File: src/design/tec_pkg.sv
// Summary of operation
// - Three independent 16-bit counters for intervals, pulse widths, events and interrupt requests.
// - A machine cycle is six states of two oscillator periods, twelve in all.
// - In timer operation a counter adds one every machine cycle.
// - In event operation a counter adds one per falling input edge, two machine cycles to detect.
// - Counters 0 and 1 are configured separately, each in one of four modes.
// - Mode 0 is an 8-bit counter behind a divide-by-32 prescaler.
// - Mode 1 is a full 16-bit timer or event counter.
// - Mode 2 is an 8-bit counter reloading from the high byte on overflow.
// - Mode 3 splits counter 0 into two separate byte-wide counters.
// - Counter 2 counts machine cycles or events as its source select bit says.
// - Counter 2 offers capture, auto-reload and baud-clock modes set by its control register.
// - In idle the counters keep counting and signalling as normal.
// - In power-down every counter stops and keeps its value.
// - A pin alternate function works only while its port latch bit is one.
// - Counter 0 and 1 event inputs come from port 3 pins.
// - Counter 2 external inputs come from a port 1 pin.
// - Capture mode with trigger enabled copies counter 2 on a capture pin fall and flags it.
// - Auto-reload mode reloads counter 2 on overflow, and on a capture pin fall if enabled.
// - Counter 2 overflow sets a software-cleared flag, never while clocking the serial port.
// - Counter 2 stops when not running; serial clock select forces auto-reload.
`default_nettype none
package tec_pkg;
    // ==========================================
    // Machine cycle timing
    localparam int STATES_PER_CYCLE = 6;
    localparam int OSC_PER_STATE = 2;
    localparam int OSC_PER_CYCLE = STATES_PER_CYCLE * OSC_PER_STATE;
    localparam logic [3:0] CYCLE_LAST = 4'(OSC_PER_CYCLE - 1);

    // ==========================================
    // Register map, byte addresses
    localparam int ADDR_W = 6;
    localparam logic [5:0] OFS_TIMER_MODE = 6'h00;
    localparam logic [5:0] OFS_TIMER_FLAGS = 6'h04;
    localparam logic [5:0] OFS_COUNTER0 = 6'h08;
    localparam logic [5:0] OFS_COUNTER1 = 6'h0c;
    localparam logic [5:0] OFS_COUNTER2_CONTROL = 6'h10;
    localparam logic [5:0] OFS_COUNTER2 = 6'h14;
    localparam logic [5:0] OFS_RELOAD_CAPTURE = 6'h18;
    localparam logic [5:0] OFS_PORT_LATCH = 6'h1c;
    localparam logic [5:0] OFS_POWER = 6'h20;

    // ==========================================
    // Timer mode fields, per counter 4 bits: mode[1:0], source, run
    localparam int TM_FIELD_W = 4;
    localparam int TM_SRC = 2;
    localparam int TM_RUN = 3;
    localparam logic [1:0] MODE_PRESCALED = 2'h0;
    localparam logic [1:0] MODE_FULL = 2'h1;
    localparam logic [1:0] MODE_RELOAD8 = 2'h2;
    localparam logic [1:0] MODE_SPLIT = 2'h3;

    // ==========================================
    // Counter 2 control fields
    localparam int C2_OVERFLOW_FLAG = 7;
    localparam int C2_EVENT_FLAG = 6;
    localparam int C2_SERIAL_CLOCK = 4;
    localparam int C2_TRIGGER_EN = 3;
    localparam int C2_RUN = 2;
    localparam int C2_SOURCE = 1;
    localparam int C2_CAPTURE = 0;

    // ==========================================
    // Pin indices and reset values
    localparam int PIN_C0 = 0;
    localparam int PIN_C1 = 1;
    localparam int PIN_C2 = 2;
    localparam int PIN_CAP = 3;
    localparam logic [3:0] PORT_LATCH_RESET = 4'hf;
    localparam logic [15:0] COUNT_RESET = 16'h0000;
    localparam logic [7:0] MODE_RESET = 8'h00;
endpackage
`default_nettype wire

File: src/design/tec_timer_event_counters.sv
// Local design decisions: the placing of the registers and the Avalon-MM register port.
`timescale 1ns/1ps
`default_nettype none
module tec_timer_event_counters
    import tec_pkg::*;
(
    input wire logic clock,
    input wire logic rstn,
    input wire logic [tec_pkg::ADDR_W-1:0] avs_address,
    input wire logic avs_read,
    input wire logic avs_write,
    input wire logic [31:0] avs_writedata,
    input wire logic [3:0] avs_byteenable,
    output logic [31:0] avs_readdata,
    output logic avs_waitrequest,
    input wire logic counter0_event_pin,
    input wire logic counter1_event_pin,
    input wire logic counter2_event_pin,
    input wire logic counter2_capture_pin,
    output logic [2:0] overflow_pulse
);
    import tec_pkg::*;

    // ==========================================
    // State
    typedef struct packed {
        logic [3:0] osc_count;
        logic [3:0] sync1;
        logic [3:0] sync2;
        logic [3:0] sample;
        logic [3:0] sample_old;
        logic [7:0] timer_mode;
        logic [1:0] timer_flags;
        logic [15:0] counter0;
        logic [15:0] counter1;
        logic [7:0] counter2_control;
        logic [15:0] counter2;
        logic [15:0] reload_capture;
        logic [3:0] port_latch;
        logic power_down;
        logic waitrequest;
        logic [31:0] readdata;
        logic [2:0] overflow;
    } tec_state_type;

    tec_state_type q;
    tec_state_type d;

    logic tick;
    logic [3:0] pin_live;
    logic [3:0] fall;
    logic [1:0] mode [2];
    logic [1:0] run;
    logic [1:0] count_en;
    logic [16:0] step [2];
    logic [8:0] high_step;
    logic [1:0] set_tf;
    logic set_tf2;
    logic set_external_event_flag;
    logic en2;
    logic ext2;
    logic access;

    // ==========================================
    // Helpers

    // One count step of counter 0 or 1; bit 16 is the overflow
    // Prescaled mode leaves low-byte bits 7:5 untouched
    function automatic logic [16:0] count_step(input logic [15:0] v, input logic [1:0] m);
        logic [13:0] n13;
        logic [8:0] lo;
        logic [16:0] r;
        n13 = {1'b0, v[15:8], v[4:0]} + 14'h0001;
        lo = {1'b0, v[7:0]} + 9'h001;
        r = '0;
        case (m)
            MODE_PRESCALED: begin
                r = {n13[13], n13[12:5], v[7:5], n13[4:0]};
            end
            MODE_FULL: begin
                r = {1'b0, v} + 17'h00001;
            end
            MODE_RELOAD8: begin
                r = {lo[8], v[15:8], lo[8] ? v[15:8] : lo[7:0]};
            end
            MODE_SPLIT: begin
                r = {lo[8], v[15:8], lo[7:0]};
            end
            default: begin
                r = {1'b0, v};
            end
        endcase
        return r;
    endfunction

    // Byte-lane merge for registers up to 16 bits
    function automatic logic [15:0] merge16(input logic [15:0] old, input logic [31:0] wd,
                                            input logic [3:0] be);
        logic [15:0] r;
        r = old;
        if (be[0]) begin
            r[7:0] = wd[7:0];
        end
        if (be[1]) begin
            r[15:8] = wd[15:8];
        end
        return r;
    endfunction

    function automatic logic [31:0] read_mux(input tec_state_type s, input logic [ADDR_W-1:0] a);
        logic [31:0] r;
        r = '0;
        case (a)
            OFS_TIMER_MODE: r[7:0] = s.timer_mode;
            OFS_TIMER_FLAGS: r[1:0] = s.timer_flags;
            OFS_COUNTER0: r[15:0] = s.counter0;
            OFS_COUNTER1: r[15:0] = s.counter1;
            OFS_COUNTER2_CONTROL: r[7:0] = s.counter2_control;
            OFS_COUNTER2: r[15:0] = s.counter2;
            OFS_RELOAD_CAPTURE: r[15:0] = s.reload_capture;
            OFS_PORT_LATCH: r[3:0] = s.port_latch;
            OFS_POWER: r[0] = s.power_down;
            default: r = '0;
        endcase
        return r;
    endfunction

    // ==========================================
    // Next state
    always_comb begin
        d = q;
        d.overflow = '0;
        tick = 1'b0;
        set_tf = '0;
        set_tf2 = 1'b0;
        set_external_event_flag = 1'b0;
        high_step = '0;

        // Machine cycle divider; power-down freezes every count, idle does not
        if (!q.power_down) begin
            if (q.osc_count == CYCLE_LAST) begin
                d.osc_count = '0;
                tick = 1'b1;
            end else begin
                d.osc_count = q.osc_count + 4'h1;
            end
        end

        // Pins: port 3 feeds counters 0 and 1, port 1 feeds counter 2
        d.sync1 = {counter2_capture_pin, counter2_event_pin, counter1_event_pin, counter0_event_pin};
        d.sync2 = q.sync1;
        // A cleared latch bit parks the input high, so no edge is seen
        pin_live = q.sync2 | ~q.port_latch;
        // Sampled once per machine cycle; a level shorter than that may be missed
        if (tick) begin
            d.sample = pin_live;
            d.sample_old = q.sample;
        end
        fall = q.sample_old & ~q.sample & {4{tick}};

        // Counters 0 and 1
        for (int i = 0; i < 2; i++) begin
            mode[i] = q.timer_mode[i*TM_FIELD_W +: 2];
            run[i] = q.timer_mode[i*TM_FIELD_W + TM_RUN];
            count_en[i] = run[i] && (q.timer_mode[i*TM_FIELD_W + TM_SRC] ? fall[i] : tick);
        end
        step[0] = count_step(q.counter0, mode[0]);
        step[1] = count_step(q.counter1, mode[1]);
        if (count_en[0]) begin
            d.counter0 = step[0][15:0];
            set_tf[0] = step[0][16];
        end
        // Counter 1 loses its run bit to the high byte while split, so it holds
        if (mode[0] == MODE_SPLIT) begin
            // High byte runs as a timer under counter 1's run bit
            if (run[1] && tick) begin
                high_step = {1'b0, q.counter0[15:8]} + 9'h001;
                d.counter0[15:8] = high_step[7:0];
                set_tf[1] = high_step[8];
            end
        end else if (count_en[1] && mode[1] != MODE_SPLIT) begin
            d.counter1 = step[1][15:0];
            set_tf[1] = step[1][16];
        end

        // Counter 2
        en2 = q.counter2_control[C2_RUN] &&
              (q.counter2_control[C2_SOURCE] ? fall[PIN_C2] : tick);
        // Capture pin acts even while counter 2 is stopped
        ext2 = fall[PIN_CAP] && q.counter2_control[C2_TRIGGER_EN] &&
               !q.counter2_control[C2_SERIAL_CLOCK];
        if (en2) begin
            if (q.counter2 == 16'hffff) begin
                d.overflow[2] = 1'b1;
                set_tf2 = !q.counter2_control[C2_SERIAL_CLOCK];
                if (q.counter2_control[C2_SERIAL_CLOCK] || !q.counter2_control[C2_CAPTURE]) begin
                    d.counter2 = q.reload_capture;
                end else begin
                    d.counter2 = COUNT_RESET;
                end
            end else begin
                d.counter2 = q.counter2 + 16'h0001;
            end
        end
        if (ext2) begin
            set_external_event_flag = 1'b1;
            if (q.counter2_control[C2_CAPTURE]) begin
                d.reload_capture = q.counter2;
            end else begin
                d.counter2 = q.reload_capture;
            end
        end
        d.overflow[1:0] = set_tf;

        // Bus slave: one wait cycle, then the transfer completes
        // Idle waitrequest high costs a cycle but keeps read data registered
        access = (avs_read || avs_write) && !q.waitrequest;
        if ((avs_read || avs_write) && q.waitrequest) begin
            d.waitrequest = 1'b0;
            d.readdata = read_mux(q, avs_address);
        end else begin
            d.waitrequest = 1'b1;
        end
        if (access && avs_write) begin
            case (avs_address)
                OFS_TIMER_MODE: begin
                    if (avs_byteenable[0]) begin
                        d.timer_mode = avs_writedata[7:0];
                    end
                end
                OFS_TIMER_FLAGS: begin
                    if (avs_byteenable[0]) begin
                        d.timer_flags = q.timer_flags & ~avs_writedata[1:0];
                    end
                end
                OFS_COUNTER0: d.counter0 = merge16(q.counter0, avs_writedata, avs_byteenable);
                OFS_COUNTER1: d.counter1 = merge16(q.counter1, avs_writedata, avs_byteenable);
                OFS_COUNTER2_CONTROL: begin
                    if (avs_byteenable[0]) begin
                        d.counter2_control = avs_writedata[7:0];
                    end
                end
                OFS_COUNTER2: d.counter2 = merge16(q.counter2, avs_writedata, avs_byteenable);
                OFS_RELOAD_CAPTURE: begin
                    d.reload_capture = merge16(q.reload_capture, avs_writedata, avs_byteenable);
                end
                OFS_PORT_LATCH: begin
                    if (avs_byteenable[0]) begin
                        d.port_latch = avs_writedata[3:0];
                    end
                end
                OFS_POWER: begin
                    if (avs_byteenable[0]) begin
                        d.power_down = avs_writedata[0];
                    end
                end
                default: begin
                end
            endcase
        end

        // Hardware sets win over a software clear in the same cycle
        d.timer_flags = d.timer_flags | set_tf;
        if (set_tf2) begin
            d.counter2_control[C2_OVERFLOW_FLAG] = 1'b1;
        end
        if (set_external_event_flag) begin
            d.counter2_control[C2_EVENT_FLAG] = 1'b1;
        end
    end

    // ==========================================
    // Registers
    always_ff @(posedge clock or negedge rstn) begin
        if (!rstn) begin
            q.osc_count <= '0;
            // Pin pipeline resets low; a rise is harmless, only falls count
            q.sync1 <= '0;
            q.sync2 <= '0;
            q.sample <= '0;
            q.sample_old <= '0;
            q.timer_mode <= MODE_RESET;
            q.timer_flags <= '0;
            q.counter0 <= COUNT_RESET;
            q.counter1 <= COUNT_RESET;
            q.counter2_control <= MODE_RESET;
            q.counter2 <= COUNT_RESET;
            q.reload_capture <= COUNT_RESET;
            q.port_latch <= PORT_LATCH_RESET;
            q.power_down <= 1'b0;
            q.waitrequest <= 1'b1;
            q.readdata <= '0;
            q.overflow <= '0;
        end else begin
            q <= d;
        end
    end

    assign avs_readdata = q.readdata;
    assign avs_waitrequest = q.waitrequest;
    assign overflow_pulse = q.overflow;
endmodule
`default_nettype wire

File: config.mk
export PLATFORM = sky130hd
export DESIGN_NAME = tec_timer_event_counters
export DESIGN_NICKNAME = d
export VERILOG_FILES = /design/src/design/tec_pkg.sv /design/src/design/tec_timer_event_counters.sv
export SDC_FILE = /design/constraint.sdc
export NUM_CORES = 1
export LEC_CHECK = 0
export BUFFER_PORTS_ARGS = -buffer_cell sky130_fd_sc_hd__buf_2
export CAP_MARGIN = 20
export CORE_MARGIN = 5
export CORE_UTILIZATION = 52
export CTS_BUF_LIST = sky130_fd_sc_hd__clkbuf_16
export CTS_CLUSTER_DIAMETER = 50
export DETAILED_ROUTE_END_ITERATION = 7
export MAX_ROUTING_LAYER = met4
export PLACE_DENSITY = 0.72
export REMOVE_ABC_BUFFERS = 1
export SLEW_MARGIN = 20
export SYNTH_ARGS = -nofsm -noshare
export SYNTH_HDL_FRONTEND = slang
export SYNTH_SLANG_ARGS = --single-unit
File: constraint.sdc
create_clock -name clock -period 1.99 [get_ports clock]
set_input_delay 0.199 -clock clock [delete_from_list [all_inputs] [get_ports clock]]
set_output_delay 0.199 -clock clock [all_outputs]
set_load 0.02 [all_outputs]
==> metrics.txt, run 1 <==
status finished with violations; failing checks negative setup slack; Area Growth Syn to Fin 26.5%; final setup vio count 12; 1st-pass router iterations 6; WL final between 20000 and 30000 um; RR Endpoint q[70]; critical setup path kind reg -> reg; Initial Util 0.527; final clock period utilization by the worst path 1.03; DRT iter0 DRCs 901; Final Net Count 1093; Post-Place Cells 1184; post-synth top area share 0.383; CTS clk-pin slew, worst paths 0.06 ns; Max Slew Vio Count 0; min-delay src avs_read; leading cell types by total area after synthesis dfrtp_1 (38%), nand2_1 (6.2%), mux2_2 (4.1%); Leak 4.48 nW; H-tree lvl count 4; Final Wtd Congestion about 1; gr ovfl total 0; first-pass GRT wire length roughly 42000 um; DIE WIDTH roughly 130 um; power share of the sequential group 0.405; most frequent cells in the layout buf_4 (130), nand2_1 (124), dfrtp_1 (122), nor2_1 (58), buf_2 (50); Final Non-Filler Cells roughly 1200; Top FF cell, synth dfrtp_1; Seq/Total Area, Yosys 0.399; crit path launch q[139]; Least-Margin Pin Slew roughly 0.6 ns; largest net degree at the start of global routing between 50 and 60; Cell Pwr Density 748 nW/um2; sw power roughly 2.3 mW; DPL Wire Length just under 20000 um; DRT antenna net count 0; synthesized area per cell approximately 9 um2; ys async rst share 1.00; PortBufs 51; post-route cell area 10100 um2; WHS Path Cells 2; worst hold path class in -> reg; hold endpoint avs_waitrequest; unrepaired setup endpoints after global routing true; Max-slew headroom 0.598; Reg2Reg Setup Slack -0.06 ns; setup ws final -0.0562 ns; Tot GR Track Use 0.308; Sink Count roughly 130; total CTS buffers 17; Logic pwr share 0.195; Via density between 6 and 7; TritonCTS clock tree yes; clock tree buffer depth 2; Sw Share 0.310; VDD IR-drop max around 0.64 mV; R2R depth 8; Worst Skew between 0.007 and 0.008 ns; drc violations 0; Hold Violations, Final 0; crit path capture type register; dpl ws -0.219 ns; synthesized instance count roughly 890; fmax 489 MHz; number of global-route vias before repair 7523; clock group share of total power 0.401; layout cell share with drive strength beyond 1 0.322; commonest non-fill, non-tap cell in the layout buf_4; Synth cell types 81; crit start category register; initial antenna violation count 0; internal power between 5 and 6 mW; Post-Synthesis Cell Area 7980 um2; # IOs 86; Synthesis Warnings 0; WP data arrival approximately 2.4 ns; Fin Hold WS 0.0898 ns; die area around 18000 um2; Post-synth EDFFs 0; Post-Place Cell Area just over 9000 um2; clock root buffer clkbuf_16; Setup TNS -0.352 ns; # rows 45; critical path required time around 2.3 ns; core area roughly 15000 um2; max-cap viol count 0; crit path time final ~2.0 ns; via count approximately 8000; worst flop-to-flop path startpoint q[139]; later-pin clock latency in the skew report between 0.4 and 0.5 ns; n_diodes 0; DR WL/cell 21.6 um; #FFs+latches synth 127; die height approximately 130 um; Max FO, Critical Path 4; post-synth top area cell dfrtp_1
routing by layer:
layer  up-vias  wire (um)  track usage
met3        84       2530       0.0596
met2       474      12400        0.471
met1      3857      10900        0.406
met5         -          0            -
met4         0        918        0.122
li1       3573          -            -
cells in the mapped netlist (11+ instances only):
master,number
a211oi_1,13
a21oi_1,36
a222oi_1,17
a22oi_1,22
a31oi_1,19
and3_1,12
buf_2,17
buf_4,41
clkbuf_1,23
dfrtp_1,122
inv_1,24
mux2_2,29
mux2i_1,15
nand2_1,131
nand3_1,27
nand4_1,12
nor2_1,62
nor2b_1,11
nor3_1,16
o211ai_1,13
o21ai_0,41
cells by family (layout without fill, tap and decap cells):
logic type / Yosys count / in the layout / synth area share
muxes: 44 / 44 / 0.0598
and+or+nand+nor: 343 / 343 / 0.222
adders and majority gates: 6 / 6 / 0.00941
buffers and inverters: 108 / 257 / 0.0741
DFF: 127 / 127 / 0.399
AOI/OAI and AO/OA: 247 / 247 / 0.224
other: 1 / 16 / 0.000470
xor gates and xnor gates: 10 / 10 / 0.0110
power by group through the flow:
stage / sequential, mW / combinational (mW) / clock [mW]
final: 3.05 / 1.47 / 3.02
after global routing: 3.08 / 1.58 / 3.17
after CTS: 3.04 / 1.39 / 3.04
after detailed placement: 3.08 / 1.32 / 0
after global placement: 3.07 / 1.29 / 0
after floorplan: 3.10 / 0.601 / 0
worst max-delay path: stages, from the launching register on:
cell       delay [ns]
dfrtp_1          0.35
ha_2             0.19
and4bb_4         0.30
buf_6            0.13
nand3b_1         0.21
buf_4            0.23
o2111ai_2        0.15
a211oi_1         0.09
a211o_1          0.28
registers in the layout, summed over array words and instances, names as in the netlist:
signal	cells
overflow_pulse	3
mode	4
d	4
q	99
avs_readdata	16
avs_waitrequest	1
stage by stage:
step / utilization / total power [mW]
2_1_floorplan: - / 3.70
3_3_place_gp: 0.599 / 4.36
3_5_place_dp: 0.599 / 4.40
4_1_cts: 0.655 / 7.47
5_1_grt: 0.666 / 7.82
6_report: 0.666 / 7.54
area by class of cell:
| class | count | area [um2] |
|---|---|---|
| clock buffers | 17 | 425 |
| flip-flops and latches | 127 | 3180 |
| repair buffers | 201 | 1510 |
| multi-input cells | 666 | 4510 |
| fillers | 1179 | 5060 |
| well taps | 188 | 235 |
| inverters | 24 | 90.1 |
| clock inverters | 15 | 138 |
what timing repair did:
| action | in CTS | in global routing |
|---|---|---|
| gates resized for setup | 37 | 36 |
| pin swaps | 16 | 22 |
| gates cloned | 0 | 0 |
| hold buffers | 6 | 0 |
| endpoints found under the setup margin | 53 | 70 |
| hold endpoints to repair | 51 | 0 |
| buffers inserted | 11 | 6 |
how the worst max path moves through the flow:
stage | depth (start not counted) | slack (ns) | to
finish | 8 | -0.06 | q[70]
global route | 8 | -0.15 | q[70]
CTS | 10 | -0.06 | q[71]
detailed placement | 8 | -0.22 | q[43]
global placement | 8 | -0.12 | q[41]
floorplan | 7 | -0.49 | q[95]
(Power assumes the default switching activity.)
==> run 2: changes to the inputs <==
--- a/config.mk
+++ b/config.mk
@@ -12,6 +12,7 @@
 export CTS_BUF_LIST = sky130_fd_sc_hd__clkbuf_16
 export CTS_CLUSTER_DIAMETER = 50
 export DETAILED_ROUTE_END_ITERATION = 7
+export GPL_TIMING_DRIVEN = 0
 export MAX_ROUTING_LAYER = met4
 export PLACE_DENSITY = 0.72
 export REMOVE_ABC_BUFFERS = 1
==> run 2 against run 1 <==
  * Worst setup slack worse by 0.11 ns
  * The flow still finishes with violations (negative setup slack)
  * Sequential power up 5%
  * Critical path type unchanged
  * Sequential share of layout area up 0.64 points
  * Register-to-register slack worse by 0.11 ns
  * Routed wire length up 2.1%
  * Maximum frequency down 5.0%
  * Global-route usage down 0.62 points
  * First-iteration DRC count up 22%
  * Clock power up 7.9%
==> metrics.txt, run 2 (same netlist as run 1, synthesis figures left out) <==
Final Non-Filler Cells between 1000 and 1500; Tot GR Track Use 0.302; total CTS buffers 17; commonest non-fill, non-tap cell in the layout nand2_1; initial antenna violation count 0; Hold Violations, Final 0; min-delay src avs_writedata[13]; multi-input logic area 4810 um2; critical setup path kind reg -> reg; unrepaired setup endpoints after global routing true; Leak 4.22 nW; Post-Place Cell Area roughly 8000 um2; crit path capture type register; H-tree lvl count 4; Sw Share 0.304; most frequent cells in the layout nand2_1 (125), dfrtp_1 (109), buf_4 (60), nor2_1 (55), buf_2 (50); # IOs 86; number of global-route vias before repair 7223; 1st-pass router iterations 6; Final Net Count slightly above 1000; WP data arrival between 2 and 3 ns; WL final about 27000 um; R2R depth 8; die area between 15000 and 20000 um2; crit path cell chain ha_4 > and4bb_4 > o2111ai_4 > or3_4 > nor3_4 > buf_4 > nand3b_1 > nand3_1; largest net degree at the start of global routing 73; crit start category register; Max Slew Vio Count 0; Area Growth Syn to Fin 24.6%; DRT iter0 DRCs about 1100; DIE WIDTH approximately 130 um; worst hold path class in -> reg; Least-Margin Pin Slew slightly below 0.7 ns; drc violations 0; max-cap viol count 0; # fillers 1164; status finished with violations; # rows 45; layout cell share with drive strength beyond 1 0.316; worst setup path end q[91]; Sink Count between 100 and 150; Largest register FFs slightly below 100; Max FO, Critical Path 5; Reg2Reg Setup Slack -0.16 ns; DRT antenna net count 0; critical path required time ~2.4 ns; Via density 6.72; PortBufs slightly above 50; Initial Util 0.527; slowest stage delay, CP ~0.42 ns; Worst path top cell family by delay simple AND/OR/NAND/NOR gates; fmax 465 MHz; Critical Path Stages 8; Cell Pwr Density roughly 790 nW/um2; failing checks negative setup slack; VDD IR-drop max about 0.64 mV; post-route cell area between 9000 and 10000 um2; sw power 2.37 mW; power share of the sequential group 0.410; Final Wtd Congestion ~0.95; DR WL/cell between 20 and 25 um; Worst Skew between 0.009 and 0.01 ns; crit path buf inv count 1; Storage cell area 3200 um2; via count roughly 7900; clock group share of total power 0.416; n_diodes 0; clock tree buffer depth 2; Max-slew headroom 0.549; Post-Place Cells 1058; RR Endpoint q[91]; slowest CP cell dfrtp_1; Setup TNS -3.10 ns; TritonCTS clock tree yes; clock root buffer clkbuf_16; final setup vio count 40; DPL Wire Length approximately 17000 um; first-pass GRT wire length 41000 um; core area between 15000 and 20000 um2; crit path launch q[139]; internal power 5.45 mW; CTS clk-pin slew, worst paths 0.06 ns; worst flop-to-flop path startpoint q[139]; setup ws final -0.163 ns; gr ovfl total 0; Logic pwr share 0.174; later-pin clock latency in the skew report 0.43 ns; largest reg by FF count q; final clock period utilization by the worst path 1.08; crit path time final 2.15 ns; die height ~130 um
[run 2: repair_timing]
action	4_1_cts	5_1_grt
resized for setup	74	81
setup endpoints to repair	95	73
hold endpoints to repair	74	0
hold buffers	5	0
gates cloned	2	1
buffers inserted	43	38
pin swaps	23	37
[run 2: final cells by class]
cell class                      instances  area share
Clock buffer                           17      0.0428
Clock inverter                         15      0.0188
Inverter                               24     0.00906
Multi-Input combinational cell        669       0.484
Sequential cell                       127       0.322
Tap cell                              188      0.0237
Timing Repair Buffer                  134       0.100
[run 2: per-layer routing]
layer	routed length [um]	up-vias	GRT usage
met1	10600	3797	0.401
met5	0	-	-
met4	1400	0	0.137
li1	-	3455	-
met3	2880	116	0.0585
met2	12400	524	0.449
[run 2: through the flow]
step | power (mW) | setup WS [ns] | hold WS (ns) | utilization
floorplan | 3.70 | -0.486 | -0.0966 | -
global placement | 4.08 | -1.05 | 0.307 | 0.530
detailed placement | 4.13 | -1.11 | 0.202 | 0.533
CTS | 7.64 | -0.137 | 0.0125 | 0.619
global route | 8.11 | -0.250 | 0.0333 | 0.656
finish | 7.82 | -0.163 | 0.0304 | 0.656
[run 2: worst min path at each step]
stage / cells past startpoint / slack (ns) / endpoint
CTS: 3 / 0.01 / q[54]
floorplan: 0 / -0.1 / avs_readdata[0]
detailed placement: 1 / 0.20 / q[141]
global route: 3 / 0.03 / q[54]
global placement: 1 / 0.31 / d[131]
finish: 3 / 0.03 / q[54]
[run 2: power by group through the flow]
stage,Sequential [mW],Clock (mW),Combinational [mW]
4_1_cts,3.18,3.28,1.17
3_5_place_dp,3.21,0,0.916
5_1_grt,3.23,3.41,1.47
6_report,3.21,3.26,1.36
3_3_place_gp,3.20,0,0.872
2_1_floorplan,3.10,0,0.601
[run 2: tightest hold or removal path, stage by stage]
cell	delay, ns
buf_2	0.10
a22oi_1	0.06
nand2_1	0.05
==> run 3: changes to the inputs <==
--- a/config.mk
+++ b/config.mk
@@ -5,16 +5,16 @@
 export SDC_FILE = /design/constraint.sdc
 export NUM_CORES = 1
 export LEC_CHECK = 0
-export BUFFER_PORTS_ARGS = -buffer_cell sky130_fd_sc_hd__buf_2
 export CAP_MARGIN = 20
 export CORE_MARGIN = 5
 export CORE_UTILIZATION = 52
 export CTS_BUF_LIST = sky130_fd_sc_hd__clkbuf_16
 export CTS_CLUSTER_DIAMETER = 50
 export DETAILED_ROUTE_END_ITERATION = 7
+export DONT_BUFFER_PORTS = 1
 export GPL_TIMING_DRIVEN = 0
 export MAX_ROUTING_LAYER = met4
-export PLACE_DENSITY = 0.72
+export PLACE_DENSITY = 0.67
 export REMOVE_ABC_BUFFERS = 1
 export SLEW_MARGIN = 20
 export SYNTH_ARGS = -nofsm -noshare
==> run 3 against run 2 <==
  * Critical path type unchanged
  * Largest cell class unchanged
  * Clock-buffer cell count unchanged
  * Global-route usage increased by 1.3 points
  * The run ends with design-rule violations, negative hold slack, negative setup slack left
  * Via count decreased by 2.4%
  * Routed wire length increased by 1.5%
  * Die area stayed put
  * Total power down 1.4%
  * Maximum frequency rose by 3.0%
  * Worst setup slack better by 0.062 ns
  * Clock power increased by 2%
  * Final cell count down 4.7%
  * Critical path depth fell by 1
  * Final area down 3.9%
==> metrics.txt, run 3 (same netlist as run 1, synthesis figures left out) <==
via count just under 8000; Final Net Count between 900 and 1000; DIE WIDTH around 130 um; max-cap viol count 0; Area Growth Syn to Fin 19.7%; hold buffers post-CTS 24; crit path capture type register; # rows 45; crit path time final roughly 2.1 ns; DPL Wire Length around 17000 um; die area between 15000 and 20000 um2; largest net degree at the start of global routing 128; Initial Util 0.527; 1st-pass router iterations 8; VDD IR-drop max 0.691 mV; Post-Place Cells ~1000; critical setup path kind reg -> reg; Via density between 6 and 7; commonest non-fill, non-tap cell in the layout nand2_1; multi-input logic area 4710 um2; first-pass GRT wire length 42100 um; fin util 0.630; PortBufs 0; Max FO, Critical Path 7; setup ws final -0.101 ns; crit start category register; core area roughly 15000 um2; H-tree lvl count 4; CTS clk-pin slew, worst paths around 0.060 ns; Final Wtd Congestion between 0.9 and 1; Cell Pwr Density ~810 nW/um2; clock root buffer clkbuf_16; RR Endpoint q[69]; number of global-route vias before repair 7069; worst flop-to-flop path startpoint q[139]; final setup vio count 13; die height 134 um; R2R depth 7; Sink Count ~130; Least-Margin Pin Slew about 0.9 ns; failing checks design-rule violations, negative hold slack, negative setup slack; Largest register FFs 99; # fillers between 1000 and 1500; layout cell share with drive strength beyond 1 0.245; worst hold path class in -> async; Tot GR Track Use 0.315; DRT antenna net count 0; # IOs 86; largest reg by FF count q; Max-slew headroom 0.397; clock tree buffer depth 2; critical path required time 2.36 ns; WL final ~28000 um; Final Non-Filler Cells roughly 1100; initial antenna violation count 2; WP data arrival between 2 and 2.5 ns; most frequent cells in the layout nand2_1 (126), dfrtp_1 (106), nor2_1 (55), buf_4 (44), o21ai_0 (35); status finished with violations; fmax 478 MHz; Fin Hold WS -0.540 ns; gr ovfl total 0; final clock period utilization by the worst path 1.05; Storage cell area 3200 um2; unrepaired setup endpoints after global routing true; DRT iter0 DRCs 1038; Hold Violations, Final roughly 130; Max Slew Vio Count 0; Tot Pwr ~7.7 mW; drc violations 4; later-pin clock latency in the skew report 0.43 ns; Leak around 4 nW; Worst Skew 0.00983 ns; Reg2Reg Setup Slack -0.10 ns; TritonCTS clock tree yes; DR WL/cell between 20 and 25 um; total CTS buffers 17
[run 3: cell types whose count changed in the layout (fill, tap and decap cells not counted), sizes merged, moves of 3 or more]
cell / delta
dlygate4sd3: +19
diode: +3
clkinv: +3
inv: -5
buf: -78
[run 3: power by group]
part	switching [mW]	leakage (nW)	internal, mW
clock	1.24	0.296	2.09
sequential	0.351	1.57	2.85
combinational	0.617	2.04	0.569
total	2.21	3.91	5.50
[run 3: worst max-delay path by stage]
| stage | to | cells after the start | slack, ns | startpoint |
|---|---|---|---|---|
| after floorplan | q[95] | 7 | -0.49 | q[139] |
| final | q[69] | 7 | -0.10 | q[139] |
| after detailed placement | q[95] | 7 | -1.09 | q[139] |
| after global placement | q[93] | 6 | -1.03 | q[36] |
| after global routing | q[94] | 8 | -0.17 | q[139] |
| after CTS | q[90] | 8 | -0.08 | q[140] |
[run 3: through the flow]
step                      setup WS (ns)  hold slack (ns)  instance area (um2)  TNS (ns)
final                            -0.101           -0.540                 9550    -0.703
after CTS                       -0.0842           -0.549                 9250    -0.201
after global placement            -1.03          -0.0892                 7770    -49.90
after global routing             -0.171           -0.550                 9540     -2.62
after detailed placement          -1.09          -0.0894                 7790    -46.58
after floorplan                  -0.486          -0.0966                 7530     -4.29
[run 3: area by class of cell]
type,instances,area share
Clock buffer,17,0.0445
Clock inverter,15,0.0207
Timing Repair Buffer,75,0.0711
Antenna cell,3,0.000786
Multi-Input combinational cell,670,0.493
Sequential cell,127,0.336
Tap cell,188,0.0246
Inverter,24,0.00943
[run 3: timing repair]
action,CTS,global route
pin swaps,17,21
setup buffers,35,15
endpoints found under the hold margin,197,127
cloned,4,0
gates resized for setup,69,47
setup endpoints to repair,97,57
[run 3: metal layers]
layer  vias up  track usage  wire length (um)
met4         0        0.118               813
met3        85       0.0701              3000
met1      3773        0.426             11100
met5         -            -                 0
met2       511        0.465             12800
li1       3335            -                 -
[run 3: critical path, stage by stage (launching register included)]
cell and delay (ns):
dfrtp_1 0.40, ha_4 0.15, and4bb_4 0.32, buf_12 0.14
o211a_4 0.24, nand4_1 0.19, a21oi_4 0.36, a221o_1 0.22
